--- src/design/vector_map_pkg.sv ---
// Constants, field layouts and carrier types for the vector map block
package vector_map_pkg;

  // Program address width in words
  localparam int ADDR_W = 16;
  // Number of interrupt sources behind the reset slot
  localparam int IRQ_COUNT = 20;
  // Vector number of the reset slot
  localparam logic [4:0] RESET_SLOT = 5'h01;
  // Program words occupied by one vector slot
  localparam logic [ADDR_W-1:0] SLOT_WORDS = 16'h0002;
  // Reset address with the fuse unprogrammed
  localparam logic [ADDR_W-1:0] APP_RESET_ADDR = 16'h0000;
  // Table base with the select bit clear
  localparam logic [ADDR_W-1:0] APP_TABLE_BASE = 16'h0000;
  // Last printed slot address in the table
  localparam logic [ADDR_W-1:0] LAST_SLOT_ADDR = 16'h0028;
  // Fuse level that means unprogrammed
  localparam logic FUSE_UNPROGRAMMED = 1'b1;

  // Cycles the change-enable bit stays open
  localparam logic [2:0] CHANGE_WINDOW_CYCLES = 3'h4;

  // Register byte offsets
  localparam logic [7:0] CTRL_OFFSET = 8'h00;
  localparam logic [7:0] STATUS_OFFSET = 8'h04;
  localparam logic [7:0] PENDING_OFFSET = 8'h08;
  localparam logic [7:0] TAKEN_OFFSET = 8'h0c;

  // Control register fields
  localparam int CTRL_CHANGE_BIT = 0;
  localparam int CTRL_SELECT_BIT = 1;
  // Status register fields
  localparam int STATUS_FUSE_BIT = 0;
  localparam int STATUS_BLOCKED_BIT = 1;
  localparam int STATUS_HOLD_BIT = 2;
  localparam int STATUS_VALID_BIT = 3;
  // Taken register fields
  localparam int TAKEN_NUM_LSB = 16;
  // Reset values
  localparam logic CTRL_SELECT_RESET = 1'b0;
  localparam logic [ADDR_W-1:0] TAKEN_ADDR_RESET = 16'h0000;

  // Request lines, bit 0 is the lowest vector number (slot 2)
  typedef struct packed {
    logic self_program_ready_irq;
    logic timer_zero_compare_irq;
    logic ext_request_two;
    logic two_wire_irq;
    logic comparator_irq;
    logic eeprom_ready_irq;
    logic converter_done_irq;
    logic uart_transmit_done_irq;
    logic uart_tx_buffer_empty_irq;
    logic uart_receive_done_irq;
    logic serial_transfer_done_irq;
    logic timer_zero_overflow_irq;
    logic wide_timer_overflow_irq;
    logic wide_timer_compare_b_irq;
    logic wide_timer_compare_a_irq;
    logic wide_timer_capture_irq;
    logic timer_two_overflow_irq;
    logic timer_two_compare_irq;
    logic ext_request_one;
    logic ext_request_zero;
  } irq_lines_type;

  // Vector handed to the core
  typedef struct packed {
    logic [4:0] num;
    logic [ADDR_W-1:0] addr;
  } vector_type;

  // Vector-select change sequence
  typedef enum logic [1:0] {
    CHG_IDLE = 2'b00,
    CHG_OPEN = 2'b01,
    CHG_HOLD = 2'b11
  } change_state_type;

  // Slot address: table base plus two words per slot after the first
  function automatic logic [ADDR_W-1:0] slot_addr(
    input logic [ADDR_W-1:0] base,
    input logic [4:0] num
  );
    logic [ADDR_W-1:0] ofs;
    ofs = SLOT_WORDS * ADDR_W'(num - RESET_SLOT);
    return base + ofs;
  endfunction

endpackage

--- src/design/irq_priority_pick.sv ---
// Lowest-index-first picker over the pending request lines
`timescale 1ns/1ns
module irq_priority_pick #(
  parameter int N = 20
) (
  input wire logic [N-1:0] req,
  output logic any,
  output logic [4:0] idx
);

  // Vector number is index plus two and must still fit in five bits
  if (N < 1 || N > 30) begin : g_bad_n
    $error("irq_priority_pick: N out of range");
  end

  // Walk from the top down so the lowest set line is left last
  always_comb begin
    any = 1'b0;
    idx = 5'h00;
    for (int i = N - 1; i >= 0; i--) begin
      if (req[i]) begin
        any = 1'b1;
        idx = 5'(i);
      end
    end
  end

endmodule

--- src/design/reset_interrupt_vector_map.sv ---
// Reset and interrupt vector address generator with APB control
//
// Our own choices: register access over APB and the placing of the registers.
`timescale 1ns/1ns
// Register map (byte offsets, one 32-bit word each)
//   0x00 control: bit0 change-enable, bit1 vector-select
//   0x04 status: bit0 fuse, bit1 blocked, bit2 hold, bit3 offer valid
//   0x08 pending: request lines 19:0, bit0 is vector two
//   0x0c taken: bits 20:16 vector number, bits 15:0 address
//
// Limitations: the fuse is caught once per reset; a select write
// with no open window is dropped silently; an enable write during
// the hold state is ignored, so the hold ends on its own retire.
// The offer waits one idle cycle after each acknowledge so that the
// source has time to drop its request.
module reset_interrupt_vector_map
  import vector_map_pkg::*;
#(
  parameter logic [ADDR_W-1:0] BOOT_RESET_ADDR = 16'h1c00
) (
  input wire logic pclk,
  input wire logic presetn,
  input wire logic [7:0] paddr,
  input wire logic psel,
  input wire logic penable,
  input wire logic pwrite,
  input wire logic [31:0] pwdata,
  output logic [31:0] prdata,
  output logic pready,
  output logic pslverr,
  input wire logic boot_reset_fuse,
  input wire irq_lines_type irq_lines,
  input wire logic global_irq_enable,
  input wire logic instr_done,
  input wire logic irq_ack,
  output logic irq_valid,
  output vector_type irq_vector,
  output logic reset_fetch,
  output logic [ADDR_W-1:0] reset_vector_addr,
  output logic irq_blocked
);

  // Boot address must be word-pair aligned and leave room for the table
  if (BOOT_RESET_ADDR[0] != 1'b0 ||
      BOOT_RESET_ADDR > ~LAST_SLOT_ADDR) begin : g_bad_boot
    $error("reset_interrupt_vector_map: bad BOOT_RESET_ADDR");
  end

  // Bus decode
  logic wr_access; // Write taking effect this edge
  logic ctrl_hit; // Access to the control register
  logic mapped; // Address decodes to a register
  logic wr_change; // Change-enable written to one
  logic wr_select; // Write with change-enable zero

  // Change sequence state
  change_state_type chg_state_reg, chg_state_next;
  logic [2:0] chg_count_reg, chg_count_next; // Cycles left in window
  logic select_reg, select_next; // Vector-select bit

  // Reset-time capture
  logic started_reg, started_next; // First edge after release seen
  logic fuse_reg, fuse_next; // Fuse level caught at release
  logic reset_fetch_reg, reset_fetch_next;
  logic [ADDR_W-1:0] reset_addr_reg, reset_addr_next;

  // Offered vector
  logic valid_reg, valid_next;
  vector_type vector_reg, vector_next;
  vector_type taken_reg, taken_next; // Last vector the core took
  logic blocked; // Interrupt entry suppressed
  logic pick_any; // Some request pending
  logic [4:0] pick_idx; // Lowest pending line
  logic [ADDR_W-1:0] table_base; // Current table base

  // Read data
  logic [31:0] rdata;
  logic [31:0] prdata_reg, prdata_next; // Read data register

  // Zero-wait slave: every access completes in its first access cycle
  assign pready = 1'b1;
  assign wr_access = psel & penable & pwrite;
  assign ctrl_hit = (paddr == CTRL_OFFSET);
  assign mapped = ctrl_hit || (paddr == STATUS_OFFSET) ||
                  (paddr == PENDING_OFFSET) || (paddr == TAKEN_OFFSET);
  // Error only in the access phase of an unmapped address
  assign pslverr = psel & penable & ~mapped;
  // Change-enable set opens the window; clear carries the select value
  assign wr_change = wr_access & ctrl_hit & pwdata[CTRL_CHANGE_BIT];
  assign wr_select = wr_access & ctrl_hit & ~pwdata[CTRL_CHANGE_BIT];

  // Change sequence next state
  always_comb begin
    chg_state_next = chg_state_reg;
    chg_count_next = chg_count_reg;
    select_next = select_reg;
    case (chg_state_reg)
      CHG_IDLE: begin
        // A select write without an open window is ignored
        if (wr_change) begin
          chg_state_next = CHG_OPEN;
          chg_count_next = CHANGE_WINDOW_CYCLES;
        end
      end
      CHG_OPEN: begin
        if (wr_select) begin
          // Select lands and change-enable drops at once
          select_next = pwdata[CTRL_SELECT_BIT];
          chg_count_next = 3'h0;
          chg_state_next = CHG_HOLD;
        end else if (wr_change) begin
          // Rewriting the enable restarts the window
          chg_count_next = CHANGE_WINDOW_CYCLES;
        end else if (chg_count_reg == 3'h1) begin
          chg_count_next = 3'h0;
          chg_state_next = CHG_IDLE;
        end else begin
          chg_count_next = chg_count_reg - 3'h1;
        end
      end
      CHG_HOLD: begin
        // Stay blocked until the instruction after the write retires
        if (instr_done) begin
          chg_state_next = CHG_IDLE;
        end
      end
      default: begin
        chg_state_next = CHG_IDLE;
        chg_count_next = 3'h0;
      end
    endcase
  end

  // Change sequence registers
  always_ff @(posedge pclk or negedge presetn) begin
    if (!presetn) begin
      chg_state_reg <= CHG_IDLE;
      chg_count_reg <= 3'h0;
      select_reg <= CTRL_SELECT_RESET;
    end else begin
      chg_state_reg <= chg_state_next;
      chg_count_reg <= chg_count_next;
      select_reg <= select_next;
    end
  end

  // Global enable flag is left alone; only entry is gated here
  assign blocked = (chg_state_reg != CHG_IDLE);
  assign irq_blocked = blocked;

  // Reset capture: fuse is a strap, caught on the first clocked edge
  always_comb begin
    started_next = 1'b1;
    fuse_next = fuse_reg;
    reset_fetch_next = 1'b0;
    reset_addr_next = reset_addr_reg;
    // Only the first edge after release loads the capture
    if (!started_reg) begin
      fuse_next = boot_reset_fuse;
      reset_fetch_next = 1'b1;
      if (boot_reset_fuse == FUSE_UNPROGRAMMED) begin
        reset_addr_next = APP_RESET_ADDR;
      end else begin
        reset_addr_next = BOOT_RESET_ADDR;
      end
    end
  end

  // Reset capture registers
  always_ff @(posedge pclk or negedge presetn) begin
    if (!presetn) begin
      started_reg <= 1'b0;
      fuse_reg <= FUSE_UNPROGRAMMED;
      reset_fetch_reg <= 1'b0;
      reset_addr_reg <= APP_RESET_ADDR;
    end else begin
      started_reg <= started_next;
      fuse_reg <= fuse_next;
      reset_fetch_reg <= reset_fetch_next;
      reset_addr_reg <= reset_addr_next;
    end
  end

  // Reset outputs come straight from their flip-flops
  assign reset_fetch = reset_fetch_reg;
  assign reset_vector_addr = reset_addr_reg;

  // Pick the lowest pending line
  irq_priority_pick #(
    .N(IRQ_COUNT)
  ) u_pick (
    .req(irq_lines),
    .any(pick_any),
    .idx(pick_idx)
  );

  // Table base moves into the boot section with the select bit
  assign table_base = select_reg ? BOOT_RESET_ADDR : APP_TABLE_BASE;

  // Offered vector next values
  always_comb begin
    valid_next = valid_reg;
    vector_next = vector_reg;
    taken_next = taken_reg;
    if (valid_reg && irq_ack) begin
      // Core took it; one idle cycle lets the source flag clear
      taken_next = vector_reg;
      valid_next = 1'b0;
    end else if (blocked || !global_irq_enable) begin
      // Blocking or a cleared I flag withdraws a standing offer
      valid_next = 1'b0;
    end else if (!valid_reg && pick_any) begin
      // Held stable while offered so the core sees one address
      valid_next = 1'b1;
      vector_next.num = pick_idx + 5'h02;
      // Slots 2..21 give 0x002..0x028 from the base
      vector_next.addr = slot_addr(table_base,
                         vector_next.num);
    end
  end

  // Offered vector registers
  always_ff @(posedge pclk or negedge presetn) begin
    if (!presetn) begin
      valid_reg <= 1'b0;
      vector_reg <= '0;
      taken_reg <= '0;
    end else begin
      valid_reg <= valid_next;
      vector_reg <= vector_next;
      taken_reg <= taken_next;
    end
  end

  // Offer outputs come straight from their flip-flops
  assign irq_valid = valid_reg;
  assign irq_vector = vector_reg;

  // Read mux; unmapped addresses read zero
  always_comb begin
    rdata = 32'h0000_0000;
    case (paddr)
      CTRL_OFFSET: begin
        rdata[CTRL_SELECT_BIT] = select_reg;
        rdata[CTRL_CHANGE_BIT] = (chg_state_reg == CHG_OPEN);
      end
      STATUS_OFFSET: begin
        rdata[STATUS_FUSE_BIT] = fuse_reg;
        rdata[STATUS_BLOCKED_BIT] = blocked;
        rdata[STATUS_HOLD_BIT] = (chg_state_reg == CHG_HOLD);
        rdata[STATUS_VALID_BIT] = valid_reg;
      end
      PENDING_OFFSET: begin
        rdata[IRQ_COUNT-1:0] = irq_lines;
      end
      TAKEN_OFFSET: begin
        rdata[ADDR_W-1:0] = taken_reg.addr;
        rdata[TAKEN_NUM_LSB +: 5] = taken_reg.num;
      end
      default: begin
        rdata = 32'h0000_0000;
      end
    endcase
  end

  // Read data loaded in the setup cycle, shown in the access cycle and
  // cleared after it, so the bus sees a flip-flop with no wait state.
  // Trade-off: a read reports state one cycle before the access edge.
  always_comb begin
    prdata_next = 32'h0000_0000;
    if (psel && !penable && !pwrite) begin
      prdata_next = rdata; // Setup cycle of a read
    end
  end

  // Read data register
  always_ff @(posedge pclk or negedge presetn) begin
    if (!presetn) begin
      prdata_reg <= 32'h0000_0000;
    end else begin
      prdata_reg <= prdata_next;
    end
  end

  assign prdata = prdata_reg;

endmodule

--- config.mk ---
export PLATFORM = sky130hd
export DESIGN_NAME = reset_interrupt_vector_map
export DESIGN_NICKNAME = d
export VERILOG_FILES = /design/src/design/vector_map_pkg.sv /design/src/design/irq_priority_pick.sv /design/src/design/reset_interrupt_vector_map.sv
export SDC_FILE = /design/constraint.sdc
export NUM_CORES = 1
export LEC_CHECK = 0
export BUFFER_PORTS_ARGS = -buffer_cell sky130_fd_sc_hd__buf_4
export CAP_MARGIN = 40
export CORE_MARGIN = 1.5
export CORE_UTILIZATION = 47
export CTS_CLUSTER_DIAMETER = 150
export DETAILED_ROUTE_END_ITERATION = 8
export GPL_ROUTABILITY_DRIVEN = 0
export PLACE_DENSITY = 0.85
export SYNTH_ARGS = -nofsm -noshare
export SYNTH_HDL_FRONTEND = slang
export SYNTH_SLANG_ARGS = --single-unit
--- constraint.sdc ---
create_clock -name pclk -period 2 [get_ports pclk]
set_input_delay 0.2 -clock pclk [delete_from_list [all_inputs] [get_ports pclk]]
set_output_delay 0.2 -clock pclk [all_outputs]
set_load 0.01 [all_outputs]
==> run summary <==
Run status = complete, but fails checks
Failing checks = DRC
Root buf cell = clkbuf_8
Final slew viol count = 0
Sequential cell area fraction in the yosys report = 47.5%
Required @ worst endpoint = 2.23 ns
Initial core utilization = 49.2%
Core ar. = 6420 sq um
Fin nets = 508
Dpl hpwl = 5960 microns
Die ar. = 7230 sq um
CTS Buffer Depth = 2
CP max FO = 3
EDFF count, synth = 0
GRT Resource Usage Total = 22.5%
P per Cell Area = 730 nW/um^2
RSZ-0062 raised after global routing = true
Initial antenna violation count = 0
Most used DFF post-synth = dfrtp_1
Final period utilization = 97.4%
Fraction of registers with async set/reset = 100%
Setup CP Type = in2reg
Seq. cell area = 1500 sq um
Port Buffer Count = 86
Final Hold Fails = 0
First-pass GRT wire length = 12,800 microns
Reg2reg setup slack = 0.25 ns
Final antenna diode count = 0
Worst-margin pin slew = 0.749 ns
Critical-path top delay cell = nor4_4
Largest net degree at the start of global routing = 61
Number of buffers created by CTS = 9
Detailed Routing Iterations Pass 1 = 6
Crit path DAT = 2.18 ns
Avg Inst Size Synth = 10.2 sq um
Worst Skew = 0.00986 ns
Via Count = 2,708
H-tree level count = 3
Core Rows = 29
Tmin final = 1.95 ns
CTS clock-pin slew for the worst setup and hold paths = 0.07 ns
# fillers = 464
Routed wire length = 7880 microns
Reg2reg start = chg_state_reg[1]
Clock latency on the worst-skew pair = 0.35 ns
CP peak stage delay = 0.36 ns
Vias per std cell = 5.27
Power Total = 0.00318 W
CP Cell Sequence = buf_6 -> or2_4 -> nor3_4 -> a21oi_2 -> nor4_4 -> ha_2 -> inv_2 -> o2111ai_4 -> ha_1 -> mux2_4
Die extent in y = 85.0 microns
Grt total ovfl = 0
Startpoint Class = input pin
Hold Path Class = in2reg
CTS Sinks = 60
Ys Warns = 0
MaxCap Viol Count = 0
FF-to-FF End = prdata[1]
Netlist cell types = 54
Area grow syn2layout = 37.8%
Flip-flop count of the largest register after layout = 21
Syn Inst Count = 309
WL per Instance = 15.3 microns
Die width = 85.0 microns
Hold slack = 0.0567 ns
Syn Std Cell Area = 3160 sq um
Final setup fails = 0
Crit end category = flip-flop
Worst reg-to-reg path cell count = 4
Vias in the first global route = 2,713
Footprint of the multi-input gates = 1470 sq um
Max_slew headroom = 50.0%
TNS Setup = 0 ns
Drt first-iter violations = 155
P_leak = 2.15 nW
Final ANT Viol Nets = 0
Number of synthesized register bits = 60
DRC Markers = 10
Fin util = 67.8%
Fmax = 513 MHz
Hold path depth = 3
Hold endpoint = select_reg
Max VDD drop = 357 uV
CTS tree = yes
Hold Startpoint = pwdata[1]
I/O Pins = 143
Share of layout cells above drive strength 1 = 43.0%
area by class of cell:
cell class / instances / share of cell area, %
Sequential cell: 60 / 34.5
Timing Repair Buffer: 130 / 22.9
Inverter: 15 / 1.29
Tap cell: 77 / 2.21
Clock buffer: 12 / 3.79
Multi-Input combinational cell: 216 / 33.7
Clock inverter: 4 / 1.61
report_power, final:
part	leakage (nW)	internal [W]	switching [W]
combinational	1.25	0.000260	0.000257
clock	0.122	0.000799	0.000486
sequential	0.780	0.00130	0.0000715
synthesized netlist by cell type, drive strengths merged (2+ instances only):
cell type   n  area share (%)
dfrtp      59              47
buf        39             9.3
nand2      36             4.3
nor2       26             3.2
mux2       19             6.9
a21oi      17             2.7
o21ai      15             2.4
inv        14             1.7
a22oi       9             2.1
ha          7             2.8
nand2b      7             1.5
nor4        7             2.3
clkbuf      4            0.47
o31ai       4            0.95
nor3        3            0.47
or4         3            0.95
a31oi       2            0.40
and2        2            0.40
conb        2            0.24
nand3       2            0.32
nand4b      2             1.0
nor2b       2            0.40
o2111ai     2            0.55
or2         2            0.40
or3         2            0.40
xnor2       2            0.55
xor2        2            0.55
through the flow:
stage	setup WS (ns)	instance area, sq um	cells
final	0.0522	4360	514
after global routing	-0.0198	4360	514
after CTS	0.0290	4290	512
after detailed placement	-0.357	4050	495
after global placement	-0.285	4050	495
after floorplan	-0.119	3290	334
per-layer routing:
layer / global-route usage, % / part of all wire, %
met1: 27.7 / 40
met2: 38.0 / 51
met3: 4.57 / 6.4
met4: 10.6 / 2.1
met5: 0 / 0
critical path: cells and delay by family:
family	cells	cell delay (ns)
muxes	1	0.27
AOI/OAI and AO/OA	2	0.30
adders and majority gates	2	0.51
and+or+nand+nor	3	0.74
buffers and inverters	2	0.13
placed cells by master, fill, tap and decap left out, types with 6 or more instances in the layout:
cell type and count:
dfrtp_1 59, a21oi_1 16, a22oi_1 9, conb_1 27, mux2_2 17, nand2b_1 6, inv_1 13, clkbuf_8 12
nand2_1 36, nor2_1 25, buf_4 126, o21ai_0 13
worst max-delay path by stage:
stage | startpoint | to | slack (ns) | cells past startpoint
after global routing | irq_lines[13] | irq_vector[10] | -0.02 | 10
after global placement | irq_lines[12] | irq_vector[10] | -0.28 | 10
after CTS | irq_lines[6] | irq_vector[5] | 0.03 | 11
final | irq_lines[13] | irq_vector[10] | 0.05 | 10
after detailed placement | irq_lines[12] | irq_vector[10] | -0.36 | 10
after floorplan | irq_lines[12] | irq_vector[10] | -0.12 | 9
cell families after synthesis:
logic type                 Yosys count  share of synthesized area [%]
DFF                                 60                           47.5
AOI/OAI and AO/OA                   58                           11.6
buffers and inverters               58                           11.5
adders and majority gates            7                           2.77
xor gates and xnor gates             4                           1.11
and+or+nand+nor                     99                           17.3
muxes                               21                           7.91
other                                2                          0.238
what timing repair did:
action / 4_1_cts / 5_1_grt
endpoints found under the hold margin: 59 / 0
pin swaps: 1 / 7
endpoints found under the setup margin: 1 / 2
buffers inserted: 0 / 2
resized for setup: 0 / 9
hold buffers: 1 / 0
Note: power is estimated with default switching activity, not from simulation.
